**config.mk**
```make
export PLATFORM = sky130hd
export DESIGN_NAME = bus_address_config_latch
export DESIGN_NICKNAME = d
export VERILOG_FILES = /design/src/hw/addr_cfg_pkg.sv /design/src/hw/switch_sync.sv /design/src/hw/bus_address_config_latch.sv
export SDC_FILE = /design/constraint.sdc
export NUM_CORES = 1
export LEC_CHECK = 0
export BUFFER_PORTS_ARGS = -buffer_cell sky130_fd_sc_hd__buf_2
export CORE_MARGIN = 5
export CORE_UTILIZATION = 53
export DETAILED_ROUTE_END_ITERATION = 10
export PLACE_DENSITY = 0.85
export SLEW_MARGIN = 20
export SYNTH_ARGS = -nofsm -noshare
export SYNTH_HDL_FRONTEND = slang
export SYNTH_HIERARCHICAL = 1
export SYNTH_SLANG_ARGS = --single-unit
```
**constraint.sdc**
```tcl
create_clock -name clk_in -period 3.65 [get_ports clk_in]
set_clock_uncertainty 0.05 [all_clocks]
set_input_delay 0.5475 -clock clk_in [delete_from_list [all_inputs] [get_ports clk_in]]
set_output_delay 0.5475 -clock clk_in [all_outputs]
set_load 0.1 [all_outputs]
```
**src/hw/addr_cfg_pkg.sv**
```systemverilog
// Constants for the bus address configuration latch
package addr_cfg_pkg;
  // ==========================================================
  // Register map (AXI4-Lite byte addresses)
  localparam logic [3:0] cfg_reg_off    = 4'h0;
  localparam logic [3:0] status_reg_off = 4'h4;
  localparam logic [3:0] raw_reg_off    = 4'h8;
  localparam logic [3:0] ctrl_reg_off   = 4'hc;
  // ==========================================================
  // Address field values
  localparam logic [4:0] addr_invalid    = 5'h1f;
  localparam logic [4:0] addr_substitute = 5'h1e;
  localparam logic [4:0] addr_reset      = 5'h00;
  // ==========================================================
  // Bus address character bases (listen 0x20, talk 0x40)
  localparam logic [7:0] listen_base = 8'h20;
  localparam logic [7:0] talk_base   = 8'h40;
  // ==========================================================
  // Field positions in the status word
  localparam int addr_lsb_pos   = 0;
  localparam int listen_pos     = 8;
  localparam int talk_pos       = 9;
  localparam int addressed_pos  = 10;
  localparam int latched_pos    = 11;
  localparam int listen_chr_pos = 16;
  localparam int talk_chr_pos   = 24;
  // ==========================================================
  // Timing: switch settle time before the sample is taken
  localparam int settle_ns     = 1000;
  localparam int clk_period_ns = 10;
  localparam int settle_cycles = (settle_ns + clk_period_ns - 1) / clk_period_ns;
  // ==========================================================
  // Bus answers
  localparam logic [1:0] resp_okay   = 2'h0;
  localparam logic [1:0] resp_slverr = 2'h2;
  // Operating modes
  typedef enum logic [2:0] {
    mode_addressed   = 3'b001,
    mode_listen_only = 3'b010,
    mode_talk_only   = 3'b100
  } mode_t;
  // Power-up sequencer states
  typedef enum logic [2:0] {
    st_settle = 3'b001,
    st_sample = 3'b010,
    st_run    = 3'b100
  } pwr_state_t;
endpackage

```
**src/hw/switch_sync.sv**
```systemverilog
// Two-stage synchroniser for the rear-panel switch pins
`timescale 1ns/1ps
module switch_sync #(
  parameter int width = 7
) (
  input  wire logic             clk_in,
  input  wire logic             sys_rst_in,
  input  wire logic [width-1:0] async_in,
  output logic      [width-1:0] sync_out
);
  logic [width-1:0] stage1;

  // ==========================================================
  // Two flip-flops; first stage feeds only the second
  always_ff @(posedge clk_in or posedge sys_rst_in) begin
    if (sys_rst_in) begin
      stage1   <= '0;
      sync_out <= '0;
    end else begin
      stage1   <= async_in;
      sync_out <= stage1;
    end
  end
endmodule

```
**src/hw/bus_address_config_latch.sv**
```systemverilog
// Power-up latch of bus address and listen/talk-only selectors, AXI4-Lite view
//
// The AXI4-Lite slave port and the register addresses were decided locally.
`timescale 1ns/1ps
module bus_address_config_latch (
  input  wire logic        clk_in,
  input  wire logic        sys_rst_in,
  // Rear-panel switches (asynchronous pins)
  input  wire logic        addr_switch_lsb_in,
  input  wire logic [2:0]  addr_switch_mid_in,
  input  wire logic        addr_switch_msb_in,
  input  wire logic        listen_only_select_in,
  input  wire logic        talk_only_select_in,
  // Configuration results
  output logic [4:0]       bus_address_out,
  output logic [7:0]       listen_char_out,
  output logic [7:0]       talk_char_out,
  output logic             listen_only_out,
  output logic             talk_only_out,
  output logic             addressed_out,
  output logic             config_valid_out,
  // AXI4-Lite slave
  input  wire logic [3:0]  s_axi_awaddr,
  input  wire logic        s_axi_awvalid,
  output logic             s_axi_awready,
  input  wire logic [31:0] s_axi_wdata,
  input  wire logic [3:0]  s_axi_wstrb,
  input  wire logic        s_axi_wvalid,
  output logic             s_axi_wready,
  output logic [1:0]       s_axi_bresp,
  output logic             s_axi_bvalid,
  input  wire logic        s_axi_bready,
  input  wire logic [3:0]  s_axi_araddr,
  input  wire logic        s_axi_arvalid,
  output logic             s_axi_arready,
  output logic [31:0]      s_axi_rdata,
  output logic [1:0]       s_axi_rresp,
  output logic             s_axi_rvalid,
  input  wire logic        s_axi_rready
);
  // ==========================================================
  // Declarations
  logic [6:0]                       sw_sync;
  logic [4:0]                       raw_addr;
  logic                             raw_lo;
  logic                             raw_to;
  addr_cfg_pkg::pwr_state_t         state;
  logic [15:0]                      settle_cnt;
  logic [4:0]                       stored_addr;
  addr_cfg_pkg::mode_t              mode;
  logic                             addr_clamped;
  logic                             bus_enable;
  logic                             aw_held;
  logic                             w_held;
  logic [3:0]                       aw_addr_q;
  logic [31:0]                      w_data_q;
  logic [3:0]                       w_strb_q;
  logic [31:0]                      status_word;
  logic [31:0]                      next_rdata;
  logic [1:0]                       next_rresp;
  logic [1:0]                       next_bresp;
  logic                             wr_fire;

  // ==========================================================
  // Helper functions
  // Replace the one invalid switch code with the top valid address
  // Only code 31 is replaced; every other switch code passes through
  function automatic logic [4:0] clamp_addr(input logic [4:0] a);
    clamp_addr = (a == addr_cfg_pkg::addr_invalid) ? addr_cfg_pkg::addr_substitute : a;
  endfunction

  // Character on the bus for a given base and address
  // The low five bits of both characters carry the address
  function automatic logic [7:0] addr_char(input logic [7:0] base, input logic [4:0] a);
    addr_char = base | {3'h0, a};
  endfunction

  // ==========================================================
  // Switch pins pass two flip-flops before use
  // Bit order on the synchroniser: talk, listen, msb, mid, lsb
  switch_sync #(
    .width(7)
  ) u_sync (
    .clk_in    (clk_in),
    .sys_rst_in(sys_rst_in),
    .async_in  ({talk_only_select_in, listen_only_select_in, addr_switch_msb_in,
                 addr_switch_mid_in, addr_switch_lsb_in}),
    .sync_out  (sw_sync)
  );

  // Set switch is 1, cleared is 0; bit 0 is the first switch
  assign raw_addr = sw_sync[4:0];
  assign raw_lo   = sw_sync[5];
  assign raw_to   = sw_sync[6];

  // ==========================================================
  // Power-up sequencer: settle, take one sample, then hold forever
  // Settle window lets the synchroniser and switch contacts come to rest
  // Run state has no exit: only a power-up reset opens a new sample
  always_ff @(posedge clk_in or posedge sys_rst_in) begin
    if (sys_rst_in) begin
      state      <= addr_cfg_pkg::st_settle;
      settle_cnt <= '0;
    end else begin
      case (state)
        addr_cfg_pkg::st_settle: begin
          if (settle_cnt == 16'(addr_cfg_pkg::settle_cycles - 1)) begin
            state <= addr_cfg_pkg::st_sample;
          end else begin
            settle_cnt <= settle_cnt + 16'h0001;
          end
        end
        addr_cfg_pkg::st_sample: begin
          state <= addr_cfg_pkg::st_run;
        end
        addr_cfg_pkg::st_run: begin
          state <= addr_cfg_pkg::st_run;
        end
        default: begin
          state <= addr_cfg_pkg::st_settle;
        end
      endcase
    end
  end

  // ==========================================================
  // Latched configuration, written once in the sample state
  // Clamp flag kept so software can see that the switches read 31
  always_ff @(posedge clk_in or posedge sys_rst_in) begin
    if (sys_rst_in) begin
      stored_addr  <= addr_cfg_pkg::addr_reset;
      mode         <= addr_cfg_pkg::mode_addressed;
      addr_clamped <= 1'b0;
    end else if (state == addr_cfg_pkg::st_sample) begin
      stored_addr  <= clamp_addr(raw_addr);
      addr_clamped <= (raw_addr == addr_cfg_pkg::addr_invalid);
      // Listen-only has fixed priority over talk-only
      if (raw_lo) begin
        mode <= addr_cfg_pkg::mode_listen_only;
      end else if (raw_to) begin
        mode <= addr_cfg_pkg::mode_talk_only;
      end else begin
        mode <= addr_cfg_pkg::mode_addressed;
      end
    end
  end

  // ==========================================================
  // Software bus enable, default on
  // Gates only the mode pins; the latched mode itself is never rewritten
  always_ff @(posedge clk_in or posedge sys_rst_in) begin
    if (sys_rst_in) begin
      bus_enable <= 1'b1;
    end else if (wr_fire && aw_addr_q == addr_cfg_pkg::ctrl_reg_off && w_strb_q[0]) begin
      bus_enable <= w_data_q[0];
    end
  end

  // ==========================================================
  // Registered outputs
  // One cycle behind the stored values, so they settle as config_valid rises
  always_ff @(posedge clk_in or posedge sys_rst_in) begin
    if (sys_rst_in) begin
      bus_address_out  <= addr_cfg_pkg::addr_reset;
      listen_char_out  <= 8'h00;
      talk_char_out    <= 8'h00;
      listen_only_out  <= 1'b0;
      talk_only_out    <= 1'b0;
      addressed_out    <= 1'b0;
      config_valid_out <= 1'b0;
    end else begin
      bus_address_out  <= stored_addr;
      listen_char_out  <= addr_char(addr_cfg_pkg::listen_base, stored_addr);
      talk_char_out    <= addr_char(addr_cfg_pkg::talk_base, stored_addr);
      listen_only_out  <= bus_enable && (mode == addr_cfg_pkg::mode_listen_only);
      talk_only_out    <= bus_enable && (mode == addr_cfg_pkg::mode_talk_only);
      // Address used only in addressed mode
      addressed_out    <= bus_enable && (mode == addr_cfg_pkg::mode_addressed)
                          && (state == addr_cfg_pkg::st_run);
      config_valid_out <= (state == addr_cfg_pkg::st_run);
    end
  end

  // ==========================================================
  // Status word assembly
  // Mode bits ignore the bus enable so software sees the latched choice
  always_comb begin
    status_word = 32'h0000_0000;
    status_word[addr_cfg_pkg::addr_lsb_pos +: 5] = stored_addr;
    status_word[addr_cfg_pkg::listen_pos]        = (mode == addr_cfg_pkg::mode_listen_only);
    status_word[addr_cfg_pkg::talk_pos]          = (mode == addr_cfg_pkg::mode_talk_only);
    status_word[addr_cfg_pkg::addressed_pos]     = (mode == addr_cfg_pkg::mode_addressed);
    status_word[addr_cfg_pkg::latched_pos]       = (state == addr_cfg_pkg::st_run);
    status_word[addr_cfg_pkg::listen_chr_pos +: 8] =
      addr_char(addr_cfg_pkg::listen_base, stored_addr);
    status_word[addr_cfg_pkg::talk_chr_pos +: 8] =
      addr_char(addr_cfg_pkg::talk_base, stored_addr);
  end

  // ==========================================================
  // AXI write channels: capture address and data in either order
  // Ready drops while a response waits: one write at most is in flight
  assign s_axi_awready = !aw_held && !s_axi_bvalid;
  assign s_axi_wready  = !w_held && !s_axi_bvalid;
  assign wr_fire       = aw_held && w_held && !s_axi_bvalid;

  // Hold each write half until both are in, then release together
  always_ff @(posedge clk_in or posedge sys_rst_in) begin
    if (sys_rst_in) begin
      aw_held   <= 1'b0;
      w_held    <= 1'b0;
      aw_addr_q <= 4'h0;
      w_data_q  <= 32'h0000_0000;
      w_strb_q  <= 4'h0;
    end else begin
      if (s_axi_awvalid && s_axi_awready) begin
        aw_held   <= 1'b1;
        aw_addr_q <= s_axi_awaddr;
      end else if (wr_fire) begin
        aw_held <= 1'b0;
      end
      if (s_axi_wvalid && s_axi_wready) begin
        w_held   <= 1'b1;
        w_data_q <= s_axi_wdata;
        w_strb_q <= s_axi_wstrb;
      end else if (wr_fire) begin
        w_held <= 1'b0;
      end
    end
  end

  // Write response decode
  always_comb begin
    if (aw_addr_q == addr_cfg_pkg::ctrl_reg_off) begin
      next_bresp = addr_cfg_pkg::resp_okay;
    end else if (aw_addr_q == addr_cfg_pkg::cfg_reg_off ||
                 aw_addr_q == addr_cfg_pkg::status_reg_off ||
                 aw_addr_q == addr_cfg_pkg::raw_reg_off) begin
      next_bresp = addr_cfg_pkg::resp_okay; // Read-only, write ignored
    end else begin
      next_bresp = addr_cfg_pkg::resp_slverr;
    end
  end

  // Write answer stands until bready; a new write waits behind it
  always_ff @(posedge clk_in or posedge sys_rst_in) begin
    if (sys_rst_in) begin
      s_axi_bvalid <= 1'b0;
      s_axi_bresp  <= addr_cfg_pkg::resp_okay;
    end else if (wr_fire) begin
      s_axi_bvalid <= 1'b1;
      s_axi_bresp  <= next_bresp;
    end else if (s_axi_bready) begin
      s_axi_bvalid <= 1'b0;
    end
  end

  // ==========================================================
  // AXI read channel decode
  // Unmapped offsets answer SLVERR with zero data
  assign s_axi_arready = !s_axi_rvalid;

  always_comb begin
    next_rresp = addr_cfg_pkg::resp_okay;
    if (s_axi_araddr == addr_cfg_pkg::cfg_reg_off) begin
      next_rdata = {27'h0, stored_addr};
    end else if (s_axi_araddr == addr_cfg_pkg::status_reg_off) begin
      next_rdata = status_word;
    end else if (s_axi_araddr == addr_cfg_pkg::raw_reg_off) begin
      next_rdata = {24'h0, addr_clamped, sw_sync};
    end else if (s_axi_araddr == addr_cfg_pkg::ctrl_reg_off) begin
      next_rdata = {31'h0, bus_enable};
    end else begin
      next_rdata = 32'h0000_0000;
      next_rresp = addr_cfg_pkg::resp_slverr;
    end
  end

  // Read answer registered; arready stays low until rready takes it
  always_ff @(posedge clk_in or posedge sys_rst_in) begin
    if (sys_rst_in) begin
      s_axi_rvalid <= 1'b0;
      s_axi_rdata  <= 32'h0000_0000;
      s_axi_rresp  <= addr_cfg_pkg::resp_okay;
    end else if (s_axi_arvalid && s_axi_arready) begin
      s_axi_rvalid <= 1'b1;
      s_axi_rdata  <= next_rdata;
      s_axi_rresp  <= next_rresp;
    end else if (s_axi_rready) begin
      s_axi_rvalid <= 1'b0;
    end
  end
endmodule

```
---- Word level (Yosys, flattened, before mapping) ----
Index checks and enable logic that the tools add are counted.
operators by class
  add/sub/neg operators ................... 1
  bitwise operators ....................... 1
  eq/ne operators ......................... 15
  reductions and logical operators ........ 27
  multiplexer cells ....................... 22
operator list
  kind                                                              number
  31-bit 2-to-1 mux                                                 2
  16-bit by 1-bit adder with 16-bit output, second input constant   1
  16-bit by 7-bit == test with 1-bit output, second input constant  1
  4-bit == test, second input constant                              4
  1-bit logical AND                                                 13
  2-bit 2-to-1 mux                                                  6
  3-bit 2-to-1 mux                                                  3
  4-bit by 3-bit == test with 1-bit output, second input constant   2
  4-bit logical NOT                                                 2
  1-bit 2-to-1 mux                                                  8
  8-bit 2-to-1 mux                                                  1
  2-bit nonzero test                                                4
  3-bit by 1-bit == test with 1-bit output, second input constant   2
  3-bit by 2-bit == test with 1-bit output, second input constant   2
  3-bit == test, second input constant                              2
  3-bit case mux with 2 select lines                                1
  5-bit == test, second input constant                              1
  5-bit 2-to-1 mux                                                  1
  1-bit logical NOT                                                 4
  1-bit logical OR                                                  2
  2-bit inequality test, second input constant                      1
  2-bit AND reduction                                               1
  2-bit OR reduction                                                1
  1-bit NOT                                                         1
word-level totals
  logic and storage cells ................. 90
  register bits after elaboration ......... 104
  bits of input ports ..................... 58
  output and inout bits ................... 66

---- Logic depth before layout (Yosys ltp) ----
  depth in word-level cells ............... 5
  gate-level depth with buffers ........... 5
  gate-level depth less buffers ........... 5

---- Modules after synthesis ----
Netlist, hierarchy kept.
by module, submodules not included
  module                    instances  seq. area each (um2)  cells each  area each (um2)
  bus_address_config_latch  1          1,730.4               266         3,021.6
  switch_sync               1          350.3                 15          354.1

---- Least setup slack after synthesis ----
OpenSTA, ideal clock, no wires.
  path type ............................... register -> output
  start point ............................. register s_axi_bvalid
  end point ............................... output s_axi_awready
  cell stages (with the launch flop) ...... 2
  path buffers ............................ 0
  required time ........................... 3.053 ns
  data arrival time ....................... 2.191 ns
  slack ................................... 0.862 ns
  cell sequence ........................... dfrtp_1 nor2_1
on the way
  longest elaborated chain between the ends .. 2
RTL lines
  element                 RTL line                         source
  start, declared         bus_address_config_latch.sv:31   output logic s_axi_bvalid,
  start signal, assigned  bus_address_config_latch.sv:248  s_axi_bvalid <= 1'b0;
  start signal, assigned  bus_address_config_latch.sv:251  s_axi_bvalid <= 1'b1;
  start signal, assigned  bus_address_config_latch.sv:254  s_axi_bvalid <= 1'b0;
  1-bit logical NOT       bus_address_config_latch.sv:203  assign s_axi_awready = !aw_held && !s_axi_bvalid;
  1-bit logical AND       bus_address_config_latch.sv:203
  end, declared           bus_address_config_latch.sv:25   output logic s_axi_awready,
Every way passes these cells.

---- Worst setup path after layout ----
  start point ............................. register s_axi_rvalid
  end point ............................... register s_axi_rdata[9]
on the way
  longest elaborated chain between the ends .. 2
RTL lines
  element                 RTL line                         source
  start, declared         bus_address_config_latch.sv:38   output logic s_axi_rvalid,
  start signal, assigned  bus_address_config_latch.sv:282  s_axi_rvalid <= 1'b0;
  start signal, assigned  bus_address_config_latch.sv:286  s_axi_rvalid <= 1'b1;
  start signal, assigned  bus_address_config_latch.sv:290  s_axi_rvalid <= 1'b0;
  1-bit logical NOT       bus_address_config_latch.sv:261  assign s_axi_arready = !s_axi_rvalid;
  1-bit logical AND       bus_address_config_latch.sv:285  end else if (s_axi_arvalid && s_axi_arready) begin
  end signal, assigned    bus_address_config_latch.sv:287  s_axi_rdata <= next_rdata;
  end, declared           bus_address_config_latch.sv:36   output logic [31:0] s_axi_rdata,
Every way passes these cells.
A chain may end at the register's enable or synchronous reset.

==> out/results.ini <==
[outcome]
status = finished clean

[yosys]
synth-edff-count = 0
ys_ff_latch = 83
netlist_instances = 281
postSynthAreaPerCell_um2 = 12.01
async_reset_ff_share_pct = 100.0
synth_warnings = 6
synthesis.area_mm2 = 0.003376
ys.flop_type = dfrtp_1
ys_types = 42
ys_seq_area_share_pct = 61.64

[grt]
antenna_found_initial = 0
grt_pass1_wl_mm = 10.90
grt_pass1_vias = 2249
track_usage_pct = 16.36
grt_max_degree = 40
gr-total-overflow = 0

[drt]
wl_per_cell_um = 14.58
antenna_left = 0
drc = 0
vias = 2213
firstDrtPassIters = 7
vias_per_cell = 5.183
dr.first_iter.drc_count = 147
drt_wl_total_mm = 6.226

[clocking]
clkTransAtPathRegs_ps = 80
clock-root-buffer = clkbuf_8
h-tree-depth = 3
clk_path_buf_depth = 2
cts_tree = done
cts_buffers = 9
clk_latency_ps = 340
cts_hold_buf = 0
postCtsSetupRepairBufs = 0
cts_sinks = 83
cts-resized-gates = 0

[sta]
fmax_mhz = 448.7
report.final.slew_viol_count = 0
tightest_slew_ps = 928.8
slew_headroom_pct = 38.08
finalSetupViolCount = 0
finalCriticalPeriod_ps = 2229
post-route-period-util_pct = 61.06
tns_ps = 0
rsz0062_at_grt = false
hold-worst-slack_ps = 183.5
final_hold_viol_count = 0

[cells_and_area]
mostFrequentLayoutCell = dfrtp_1
syn_to_final_growth_pct = 13.68
final_nets = 404
drive_gt1_share_pct = 30.86
fillerInstances = 492
layout_common_cells = dfrtp_1 (80), buf_2 (75), nand2_1 (40)
fin_util_pct = 61.13
n_antenna_cell = 0
stdcell_count = 427

[worst_setup_path]
startpoint = s_axi_rvalid
r2r-end = s_axi_rdata[9]
path_class = register to register
crit_path_end_kind = register
rr_worst_depth = 4
crit_arrival_ps = 2450
reg2reg_slack_ps = 1420
worstSetupStartpointType = register
regToRegStartpoint = s_axi_rvalid
required_ps = 3870
path_max_fanout = 24

[placement]
dp.cells = 411
dp_hpwl_mm = 4.547
gp_congestion = 0.8098
io_buffers = 75

[floorplanning]
io_pins = 124
initial_core_util_pct = 53.78
die_h_um = 89.81
row_count = 29
die_area_mm2 = 0.008065
die_w_um = 89.81
core_mm2 = 0.006277

[pwr]
p_leak_nw = 2.061
switching_share_pct = 35.40
power_frac_clock_pct = 28.4
p_int_mw = 1.417
switching_power_uw = 776.4
powerDensity_mw_per_mm2 = 571.4
p_comb_share_pct = 23.6
ir_drop_mv = 0.7556
p_seq_share_pct = 48.0

[run]
maxCapViolations = 0

[hold_path]
hold_path_class = input pin to asynchronous set/reset pin

[worst max-delay path, cell delays in order, from the launching register on]
cell and delay (ps):
dfrtp_1 400, nand2b_1 570, nor4_4 510, and2_0 400, a32o_1 230
[worst max path at each step]
stage | endpoint | slack (ps) | depth (start not counted)
2_1_floorplan | s_axi_awready | 860 | 1
3_3_place_gp | s_axi_rdata[9] | 1370 | 5
3_5_place_dp | s_axi_rdata[9] | 1340 | 5
4_1_cts | s_axi_rdata[9] | 1450 | 4
5_1_grt | s_axi_rdata[9] | 1290 | 4
6_report | s_axi_rdata[9] | 1420 | 4
[logic make-up (layout without fill, tap and decap cells)]
| kind of cell | Yosys count | count (layout) | share of synthesized area (%) |
|---|---|---|---|
| compound gates | 29 | 29 | 6.486 |
| xor+xnor | 14 | 14 | 3.855 |
| fa+ha+maj | 1 | 1 | 0.3706 |
| buf+inv | 46 | 102 | 8.599 |
| flops | 83 | 83 | 61.64 |
| mux | 9 | 9 | 2.965 |
| other cells | 2 | 15 | 0.2225 |
| simple gates | 97 | 97 | 15.86 |
[cell usage after synthesis (7+ instances only)]
library cell | instances | area share [%]
dfrtp_1 | 80 | 59
inv_1 | 10 | 1.1
nor2_1 | 13 | 1.4
mux2_2 | 8 | 2.7
nand4_1 | 7 | 1.3
o21ai_0 | 9 | 1.3
nand2_1 | 40 | 4.4
a22o_1 | 8 | 2.1
buf_4 | 31 | 6.9
xnor2_1 | 8 | 2.1
[flip-flops by register name, summed over array words and instances (netlist names), 2 cells and up]
signal,flops
aw_addr_q,4
bus_address_out,4
listen_char_out,2
mode,3
s_axi_rdata,18
settle_cnt,16
state,3
stored_addr,5
u_sync/stage1,7
u_sync/sync_out,7
[power by group through the flow]
| stage | clock [mW] | sequential, mW | combinational [mW] |
|---|---|---|---|
| floorplan | 0 | 1.20 | 0.315 |
| global placement | 0 | 1.06 | 0.509 |
| detailed placement | 0 | 1.07 | 0.520 |
| CTS | 0.643 | 1.05 | 0.521 |
| global route | 0.683 | 1.06 | 0.544 |
| finish | 0.623 | 1.05 | 0.517 |
[metrics by stage]
stage,setup WS (ps),instance area (um^2),total power [mW]
after floorplan,861.8,3425,1.512
after global placement,1367,3651,1.573
after detailed placement,1343,3651,1.591
after CTS,1446,3837,2.218
after global routing,1285,3837,2.290
final,1421,3837,2.193
[cell type report]
| type | instances | area [um^2] | area share, % |
|---|---|---|---|
| clock buffer | 12 | 135.1 | 3.521 |
| tap | 77 | 96.34 | 2.511 |
| inverter | 10 | 37.54 | 0.9782 |
| sequential | 83 | 2081 | 54.22 |
| multi-input combinational | 165 | 1054 | 27.45 |
| clock inverter | 4 | 51.30 | 1.337 |
| timing repair buffer | 76 | 382.9 | 9.977 |
[metal layers]
layer / GRT usage, % / vias to the layer above / routed length [um]
li1: - / 1046 / -
met3: 4.090 / 16 / 487
met5: 0 / - / 0
met4: 8.060 / 0 / 126
met1: 20.96 / 1066 / 2577
met2: 25.91 / 85 / 3035
No activity file was read; power rests on OpenSTA's default activity.
